==> config.mk <==
export PLATFORM = sky130hd
export DESIGN_NAME = dpsp_port_ctrl
export DESIGN_NICKNAME = d
export VERILOG_FILES = /design/src/dpsp_pkg.sv /design/src/dpsp_sync.sv /design/src/dpsp_port_ctrl.sv
export SDC_FILE = /design/constraint.sdc
export NUM_CORES = 1
export LEC_CHECK = 0
export BUFFER_PORTS_ARGS = -buffer_cell sky130_fd_sc_hd__buf_4
export CAP_MARGIN = 20
export CORE_UTILIZATION = 35
export CTS_CLUSTER_SIZE = 8
export DETAILED_ROUTE_END_ITERATION = 12
export GPL_ROUTABILITY_DRIVEN = 0
export PLACE_DENSITY = 0.56
export SLEW_MARGIN = 20
export SYNTH_ARGS = -nofsm -noshare
export SYNTH_HDL_FRONTEND = slang
export SYNTH_HIERARCHICAL = 1
export SYNTH_SLANG_ARGS = --single-unit
==> constraint.sdc <==
create_clock -name MCLK_IN -period 2.47 [get_ports MCLK_IN]
set_input_delay 0 -clock MCLK_IN [delete_from_list [all_inputs] [get_ports MCLK_IN]]
set_output_delay 0 -clock MCLK_IN [all_outputs]
set_load 0.02 [all_outputs]
==> src/dpsp_pkg.sv <==
// Constants and types for the dual-port static memory port controller
// Overview of operation
// - Host holds write strobe high through every read cycle.
// - Flag reads use their own select sequence, never continuous select.
// - Upper lane: select low, upper lane low, flag space high; lower alike.
// - Host keeps write strobe or port select high while address changes.
// - Host leaves data bus undriven while device outputs may be on.
// - Port select stays high through flag write and read-back.
// - Flag request: write low on data bit 0 in flag space.
// - Secondary mode: busy is a device input gating that port's writes.
// - Flag access: port select high, flag space low; memory the reverse.
package dpsp_pkg;
  localparam int          ADDR_W     = 14;
  localparam int          DATA_W     = 16;
  localparam int          FLAG_AW    = 3;
  // Phase lengths in ns and the cycle counts derived at 125 MHz
  localparam int          CLK_PS     = 8000;
  localparam int          T_SETUP_NS = 8;
  localparam int          T_PULSE_NS = 25;
  localparam int          T_RECOV_NS = 16;
  localparam int          SETUP_CYC  =
    (T_SETUP_NS * 1000 + CLK_PS - 1) / CLK_PS;
  localparam int          PULSE_CYC  =
    (T_PULSE_NS * 1000 + CLK_PS - 1) / CLK_PS;
  localparam int          RECOV_CYC  =
    (T_RECOV_NS * 1000 + CLK_PS - 1) / CLK_PS;
  localparam logic [3:0]  CNT_ZERO   = 4'h0;
  localparam logic [3:0]  CNT_ONE    = 4'h1;
  localparam logic [1:0]  LANES_NONE = 2'h0;
  localparam logic [DATA_W-1:0] DATA_ZERO = 16'h0000;
  localparam logic [ADDR_W-1:0] ADDR_ZERO = 14'h0000;
  // Gray-coded sequence states
  typedef enum logic [2:0] {
    DPSP_IDLE  = 3'b000,
    DPSP_SETUP = 3'b001,
    DPSP_PULSE = 3'b011,
    DPSP_HOLD  = 3'b010,
    DPSP_RECOV = 3'b110
  } dpsp_state_t;
endpackage

==> src/dpsp_sync.sv <==
// Two flip-flop synchroniser for pin inputs, one per bit
`timescale 1ns/10ps
module dpsp_sync #(parameter int W = 1)
(
  input  wire logic         clk_in,
  input  wire logic         rst_n_in,
  input  wire logic [W-1:0] d_in,
  output logic      [W-1:0] q_out
);
  logic [W-1:0] meta_reg;
  // First stage is read only by the second
  genvar i;
  generate
    for (i = 0; i < W; i++)
    begin : g_bit
      always_ff @(posedge clk_in)
      begin
        if (!rst_n_in)
        begin
          meta_reg[i] <= 1'b0;
          q_out[i]    <= 1'b0;
        end
        else
        begin
          meta_reg[i] <= d_in[i];
          q_out[i]    <= meta_reg[i];
        end
      end
    end
  endgenerate
endmodule

==> src/dpsp_port_ctrl.sv <==
// Host-side access controller for one port of the dual-port memory
`timescale 1ns/10ps
module dpsp_port_ctrl
  import dpsp_pkg::*;
(
  // Clock and reset
  input  wire logic              MCLK_IN,
  input  wire logic              RST_N_IN,
  // User request
  input  wire logic              REQ_IN,
  input  wire logic              REQ_WRITE_IN,
  input  wire logic              REQ_FLAG_IN,
  input  wire logic [1:0]        REQ_LANES_IN,
  input  wire logic [ADDR_W-1:0] REQ_ADDR_IN,
  input  wire logic [DATA_W-1:0] REQ_WDATA_IN,
  // User answer
  output logic                   REQ_READY_OUT,
  output logic                   DONE_OUT,
  output logic [DATA_W-1:0]      RDATA_OUT,
  output logic                   BLOCKED_OUT,
  // Memory pins
  output logic [ADDR_W-1:0]      ADDR_OUT,
  output logic                   PORT_SEL_N_OUT,
  output logic                   WRITE_N_OUT,
  output logic                   OUT_EN_N_OUT,
  output logic                   UPPER_LANE_SEL_N_OUT,
  output logic                   LOWER_LANE_SEL_N_OUT,
  output logic                   FLAG_SPACE_SEL_N_OUT,
  input  wire logic [DATA_W-1:0] DATA_IN,
  output logic [DATA_W-1:0]      DATA_OUT,
  output logic                   DATA_OE_OUT,
  input  wire logic              BUSY_N_IN
);
  typedef struct packed {
    dpsp_state_t       st;
    logic [3:0]        cnt;
    logic              wr;
    logic              flag;
    logic [1:0]        lanes;
    logic              blocked;
    logic              ready;
    logic              done;
    logic [DATA_W-1:0] rdata;
    logic [ADDR_W-1:0] addr;
    logic              sel_n;
    logic              we_n;
    logic              oe_n;
    logic              ub_n;
    logic              lb_n;
    logic              sem_n;
    logic [DATA_W-1:0] dout;
    logic              doe;
  } dpsp_regs_t;

  dpsp_regs_t        r_reg;
  dpsp_regs_t        r_next;
  logic [DATA_W-1:0] data_s;
  logic [0:0]        busy_n_s;

  // Read data and busy come from the far clockless device
  // Read data is used only as settled at pulse end; busy is sampled every pulse cycle
  dpsp_sync #(.W(DATA_W)) u_sync_data
  (
    .clk_in   (MCLK_IN),
    .rst_n_in (RST_N_IN),
    .d_in     (DATA_IN),
    .q_out    (data_s)
  );
  dpsp_sync #(.W(1)) u_sync_busy
  (
    .clk_in   (MCLK_IN),
    .rst_n_in (RST_N_IN),
    .d_in     (BUSY_N_IN),
    .q_out    (busy_n_s)
  );

  // Sequencer: setup with strobes off, pulse, hold, recovery
  always_comb
  begin
    r_next      = r_reg;
    r_next.done = 1'b0;
    case (r_reg.st)
      DPSP_IDLE:
      begin
        // Address only moves here, with both strobes high
        // Requests while not ready are ignored, never queued
        if (REQ_IN && r_reg.ready)
        begin
          r_next.ready   = 1'b0;
          r_next.wr      = REQ_WRITE_IN;
          r_next.flag    = REQ_FLAG_IN;
          r_next.lanes   = REQ_LANES_IN;
          r_next.blocked = 1'b0;
          r_next.addr    = REQ_ADDR_IN;
          r_next.dout    = REQ_WDATA_IN;
          r_next.cnt     = 4'(SETUP_CYC);
          r_next.st      = DPSP_SETUP;
        end
      end

      DPSP_SETUP:
      begin
        // Address settles while every strobe is still high
        if (r_reg.cnt > CNT_ONE)
          r_next.cnt = r_reg.cnt - CNT_ONE;
        else
        begin
          // Selects fall with the write strobe, so outputs stay off
          r_next.we_n = !r_reg.wr;
          r_next.oe_n = r_reg.wr;
          // Drive the bus only once outputs are surely off
          r_next.doe  = r_reg.wr;
          if (r_reg.flag)
          begin
            // Flag space: port select stays high throughout
            r_next.sel_n = 1'b1;
            r_next.sem_n = 1'b0;
            // Flag bit rides on the lower lane, which must be low
            r_next.ub_n  = 1'b1;
            r_next.lb_n  = 1'b0;
          end
          else
          begin
            // Lanes latched at take; the user may move them meanwhile
            r_next.sel_n = 1'b0;
            r_next.sem_n = 1'b1;
            r_next.ub_n  = !r_reg.lanes[1];
            r_next.lb_n  = !r_reg.lanes[0];
          end
          r_next.cnt = 4'(PULSE_CYC);
          r_next.st  = DPSP_PULSE;
        end
      end

      DPSP_PULSE:
      begin
        // Busy low in secondary mode marks the memory write as blocked
        if (r_reg.wr && !busy_n_s[0] && !r_reg.flag)
          r_next.blocked = 1'b1;
        if (r_reg.cnt > CNT_ONE)
          r_next.cnt = r_reg.cnt - CNT_ONE;
        else
        begin
          // Flag read: bit 0 low means we own it
          r_next.rdata = data_s;
          // All strobes rise together; address and data still held
          r_next.sel_n = 1'b1;
          r_next.sem_n = 1'b1;
          r_next.ub_n  = 1'b1;
          r_next.lb_n  = 1'b1;
          r_next.we_n  = 1'b1;
          r_next.oe_n  = 1'b1;
          r_next.st    = DPSP_HOLD;
        end
      end

      DPSP_HOLD:
      begin
        // Bus let go a cycle after the strobe, for data hold margin
        r_next.doe = 1'b0;
        r_next.cnt = 4'(RECOV_CYC);
        r_next.st  = DPSP_RECOV;
      end

      DPSP_RECOV:
      begin
        // Strobes stay high so back-to-back cycles keep their gap
        if (r_reg.cnt > CNT_ONE)
          r_next.cnt = r_reg.cnt - CNT_ONE;
        else
        begin
          r_next.done  = 1'b1;
          r_next.ready = 1'b1;
          r_next.st    = DPSP_IDLE;
        end
      end

      default:
      begin
        // Unused codes fall back to idle
        r_next.st = DPSP_IDLE;
      end
    endcase
  end

  // State register; all strobe pins idle high after reset
  // Only strobes and ready start high; the rest clears
  always_ff @(posedge MCLK_IN)
  begin
    if (!RST_N_IN)
    begin
      r_reg       <= '0;
      r_reg.st    <= DPSP_IDLE;
      r_reg.ready <= 1'b1;
      r_reg.sel_n <= 1'b1;
      r_reg.we_n  <= 1'b1;
      r_reg.oe_n  <= 1'b1;
      r_reg.ub_n  <= 1'b1;
      r_reg.lb_n  <= 1'b1;
      r_reg.sem_n <= 1'b1;
    end
    else
      r_reg <= r_next;
  end

  // Outputs straight from flip-flops
  // No logic after the registers, so pins never glitch
  assign REQ_READY_OUT        = r_reg.ready;
  assign DONE_OUT             = r_reg.done;
  assign RDATA_OUT            = r_reg.rdata;
  assign BLOCKED_OUT          = r_reg.blocked;
  assign ADDR_OUT             = r_reg.addr;
  assign PORT_SEL_N_OUT       = r_reg.sel_n;
  assign WRITE_N_OUT          = r_reg.we_n;
  assign OUT_EN_N_OUT         = r_reg.oe_n;
  assign UPPER_LANE_SEL_N_OUT = r_reg.ub_n;
  assign LOWER_LANE_SEL_N_OUT = r_reg.lb_n;
  assign FLAG_SPACE_SEL_N_OUT = r_reg.sem_n;
  assign DATA_OUT             = r_reg.dout;
  assign DATA_OE_OUT          = r_reg.doe;
  // Flag races and same-address arbitration are settled in the memory;
  // this side only reports the outcome through read data and blocked
endmodule

# Word level (Yosys, flattened, before mapping)
# Index checks and enable logic that the tools add are counted.
# W data, S select, Z words.
# totals
wordCells,108
regBits,101
output_inout_bits,56
# classes
muxes,19
n_lt_le_gt_ge,1
n_reduce_logical,24
n_addsub,1
n_bitwise,1
n_eq_ne,10
# op_table
cell,count
$pmux W4 S4,1
$pmux W3 S5,1
$mux W13,1
$mux W3,4
$mux W6,2
$pmux W6 S2,1
$reduce_and A3 Y1,4
$ne A2 B2 Y1 const B,5
$mux W4,2
$reduce_and A2 Y1,4
$reduce_bool A2 Y1,4
$eq A3 B2 Y1 const B,2
$pmux W1 S2,3
$logic_not A1 Y1,5
$gt A4 B1 Y1 const B,1
$reduce_and A4 Y1,1
$reduce_bool A4 Y1,1
$sub A4 B1 Y4 const B,1
$eq A3 B1 Y1 const B,1
$eq A3 B3 Y1 const B,1
$logic_and A1 B1 Y1,3
$logic_not A3 Y1,1
$mux W1,3
$mux W2,1
3 further kinds,3

# Depth between registers and ports, before layout
# logic_depth
depth_word,5
ltp_mapped,10
mapped_depth_nobuf,7

# Modules after synthesis
# Netlist, hierarchy kept.
# by_module_without_submodules
mod,n_inst,seq_area_each_um2,area_each_um2,cells_each
dpsp_port_ctrl,1,1341.3,3034.2,365
dpsp_sync (u_sync_data),1,640.6,895.9,67
dpsp_sync (u_sync_busy),1,40.0,52.6,4

# Worst setup path before layout
# Ideal clock, no wire load.
# synth_path
path_kind,register to register
from,register r_reg[60] (netlist name)
to,"register r_reg, in the netlist RDATA_OUT[0]"
t_required_ps,2354
t_arrival_ps,1713
synth_period_minus_slack_ps,1829
path_buffers,3
setup_slack_ps,641
stages_incl_launch_ff,11
cell_sequence,dfxtp_1 > inv_1 > ha_1 > or2_4 > and3_2 > buf_6 > and2_1 > buf_4 > buf_6 > nand2_1 > a21boi_1
# synth_via
elab_chain_cells,3
# synth_rtl
element,line,text
from (decl),dpsp_port_ctrl.sv:55,dpsp_regs_t r_reg;
from (signal assigned),dpsp_port_ctrl.sv:203,r_reg <= r_next;
$gt A4 B1 Y1,dpsp_port_ctrl.sv:140,if (r_reg.cnt > CNT_ONE)
$not A1 Y1 (no source line),n/a,
$reduce_and A2 Y1 (no source line),n/a,
# No other way between the ends.
# A chain may end at the register's enable or synchronous reset.

# Worst setup path in the final report
# layout_path
from,register r_reg[60] (netlist name)
to,"register r_reg, in the netlist RDATA_OUT[10]"
# Same word-level chain as after synthesis.

==> flow_summary.yaml <==
global_routing:
  antenna_found_initial: 0
  grt_util_met1_pct: 16.68
  grt_pass1_vias: 2858
  grt-ovfl-total: 0
  track_usage_pct: 14.34
  grt_max_degree: 101
  grt_pass1_wl_mm: 13.09
  grt_use_met3_pct: 2.690
  grt.busiest_layer: "met2"
  grt_use_met2_pct: 25.00
cts:
  cts_tree: "yes"
  cts_resized: 0
  worstSkewPairLatency_ps: 330
  clock-sinks: 101
  root_buffer: "clkbuf_16"
  clock_path_buffers: 2
  path_clk_slew_ps: 70
  htree_levels: 3
  cts_buffers: 9
sta:
  fin_crit_sh_pct: 81.75
  finalClockSkew_ps: 4.996
  grt_setup_unrepaired: "false"
  setup_viol: 0
  timing.fmax_mhz: 495.2
  timing.hold.ws_ps: 199.5
  finalMaxSlewViolations: 0
  fin_tns_setup_ps: 0
  finalHoldViolations: 0
  worstMarginPinSlew_ps: 785.2
  relSlewSlack_pct: 47.65
  period_needed_ps: 2019
pwr:
  p_sw_mw: 1.452
  netSwitchingFraction_pct: 31.00
  internal-power_mw: 3.230
  power_frac_comb_pct: 27.4
  leakage_nw: 2.237
  p_clk_share_pct: 30.5
  p_per_area_nw_per_um2: 875.1
  peakVddDrop_uv: 364.1
  power.share.sequential_pct: 42.2
worst_setup_path:
  crit_required_ps: 2730
  critPathLaunchType: "flop"
  arrival_ps: 2280
  critPathMaxFanout: 16
  crit_path_end_kind: "flop"
  path_class: "reg2reg"
yosys:
  post_synth.cell_area_avg_um2: 9.134
  netlist_area_um2: 3983
  synth_nets: 492
  synth_cell_type_count: 39
  seq_area_frac_synth_pct: 50.77
  netlist_instances: 436
  ys_seq_elements: 101
  ys_warn_count: 6
finish:
  syn2layout_area_growth_pct: 34.34
  nets: 595
  drive_gt1_share_pct: 30.70
  n_antenna_cell: 0
  mostFrequentLayoutCell: "nand2_1"
  fin_util_pct: 48.71
  finalNonFillerCells: 684
  layout_common_cells: "nand2_1 (112), buf_4 (111), dfxtp_1 (101)"
  nFillCells: 1010
  final_area_um2: 5350
floorplanning:
  coreArea_um2: 10980
  fp.dieH_um: 108.7
  io_pins: 110
  start_util_pct: 36.26
  die_x_um: 108.7
  die_area_um2: 11810
  rows: 38
detailed_routing:
  ant_nets: 0
  viasPerCell: 4.398
  drc: 0
  drtIter0Drc: 90
  dr.pass1.iters: 4
  routedWlPerCell_um: 11.96
  vias: 3008
  drt-total-wl_mm: 8.182
flow_run:
  maxCapViolCount: 0
place:
  io_buffers: 109
  dpl-instance-area_um2: 4531
  dp_hpwl_mm: 5.182
  placed_cells: 617
hold_path:
  worstHoldPathType: "in2reg"
status:
  run_status: "finished, final reports clean"
==> worst max-delay path: stages (launching register included) <==
cell and delay (ps):
dfxtp_1 360, inv_1 90, ha_1 240, or2_4 280, and3_2 280, nand2_1 420
nand2_1 90, a21boi_0 190
==> layer usage <==
metal,wire (µm),vias up,part of all wire [%]
met5,0,-,0
met4,145,0,1.8
met3,248,12,3.0
met2,4074,57,50
met1,3713,1372,45
li1,-,1567,-
==> through the flow <==
stage | total power, mW | setup WS [ps]
4_1_cts | 4.736 | 405.6
6_report | 4.682 | 450.7
3_5_place_dp | 3.234 | 430.7
3_3_place_gp | 3.217 | 532.5
2_1_floorplan | 2.963 | 640.9
5_1_grt | 4.946 | 250.9
==> synth_stat cells <==
master     instances  share of area, %
a21boi_0          40               7.5
a21boi_1          11               2.1
a21oi_1            9               1.1
a222oi_1           1              0.25
a31oi_1            1              0.16
and2_1             3              0.47
and2_2            32               6.0
and2_4             1              0.22
and2b_4            1              0.25
and3_2             1              0.19
buf_1              1             0.094
buf_2              3              0.38
buf_4             49               9.2
buf_6              3              0.85
clkbuf_1          12               1.1
clkbuf_2           3              0.38
dfxtp_1          101                51
ha_1               2              0.63
inv_1              3              0.28
mux2i_1            1              0.25
nand2_1          112                11
nand3_1            4              0.50
nor2_1            12               1.1
nor2b_1            4              0.63
nor3_1             2              0.25
nor3b_1            2              0.38
nor4_4             1              0.53
nor4bb_1           1              0.25
o211ai_1           3              0.57
o21a_1             1              0.19
o21ai_0            8               1.0
o21ba_2            1              0.25
o21bai_1           1              0.19
o221a_2            1              0.28
o2bb2ai_1          1              0.22
o31ai_1            1              0.19
or2_4              1              0.22
or3_1              1              0.16
or4_1              1              0.19
==> final timing paths <==
kind	from	to	slack [ps]	cells past startpoint
worst min register to register	u_sync_busy/meta_reg$_SDFF_PN0_	u_sync_busy/q_out$_SDFF_PN0_	430	1
worst max-delay path	r_reg[60]$_SDFFE_PN0P_	RDATA_OUT[10]$_SDFFE_PN0P_	450	7
worst max register to register	r_reg[60]$_SDFFE_PN0P_	RDATA_OUT[10]$_SDFFE_PN0P_	450	7
worst min-delay path	RST_N_IN	UPPER_LANE_SEL_N_OUT$_SDFFE_PN1P_	200	2
==> power by group through the flow <==
stage / logic [mW] / clock network, mW / registers [mW]
detailed placement: 1.23 / 0 / 2.01
finish: 1.28 / 1.43 / 1.97
global route: 1.41 / 1.54 / 2.00
global placement: 1.21 / 0 / 2.00
floorplan: 0.992 / 0 / 1.97
CTS: 1.29 / 1.47 / 1.97
==> cell families after synthesis <==
family | Yosys count | synth area share, %
simple gates | 179 | 21.96
flops | 101 | 50.77
compound gates | 79 | 14.04
fa+ha+maj | 2 | 0.6282
mux | 1 | 0.2513
buf+inv | 74 | 12.35
==> final cells by class <==
cell class | instances | area, µm² | share of cell area (%)
clock inverters | 6 | 70.07 | 1.310
well taps | 140 | 175.2 | 3.274
inverters | 3 | 11.26 | 0.2105
flip-flops and latches | 101 | 2022 | 37.79
repair buffers | 163 | 1364 | 25.49
multi-input cells | 261 | 1469 | 27.46
clock buffers | 10 | 239.0 | 4.467
==> what timing repair did <==
item / in CTS / in global routing
endpoints found under the hold margin: 51 / 0
hold buffers: 51 / 0
setup buffers: 0 / 0
Power figures use the tool's default switching activity.
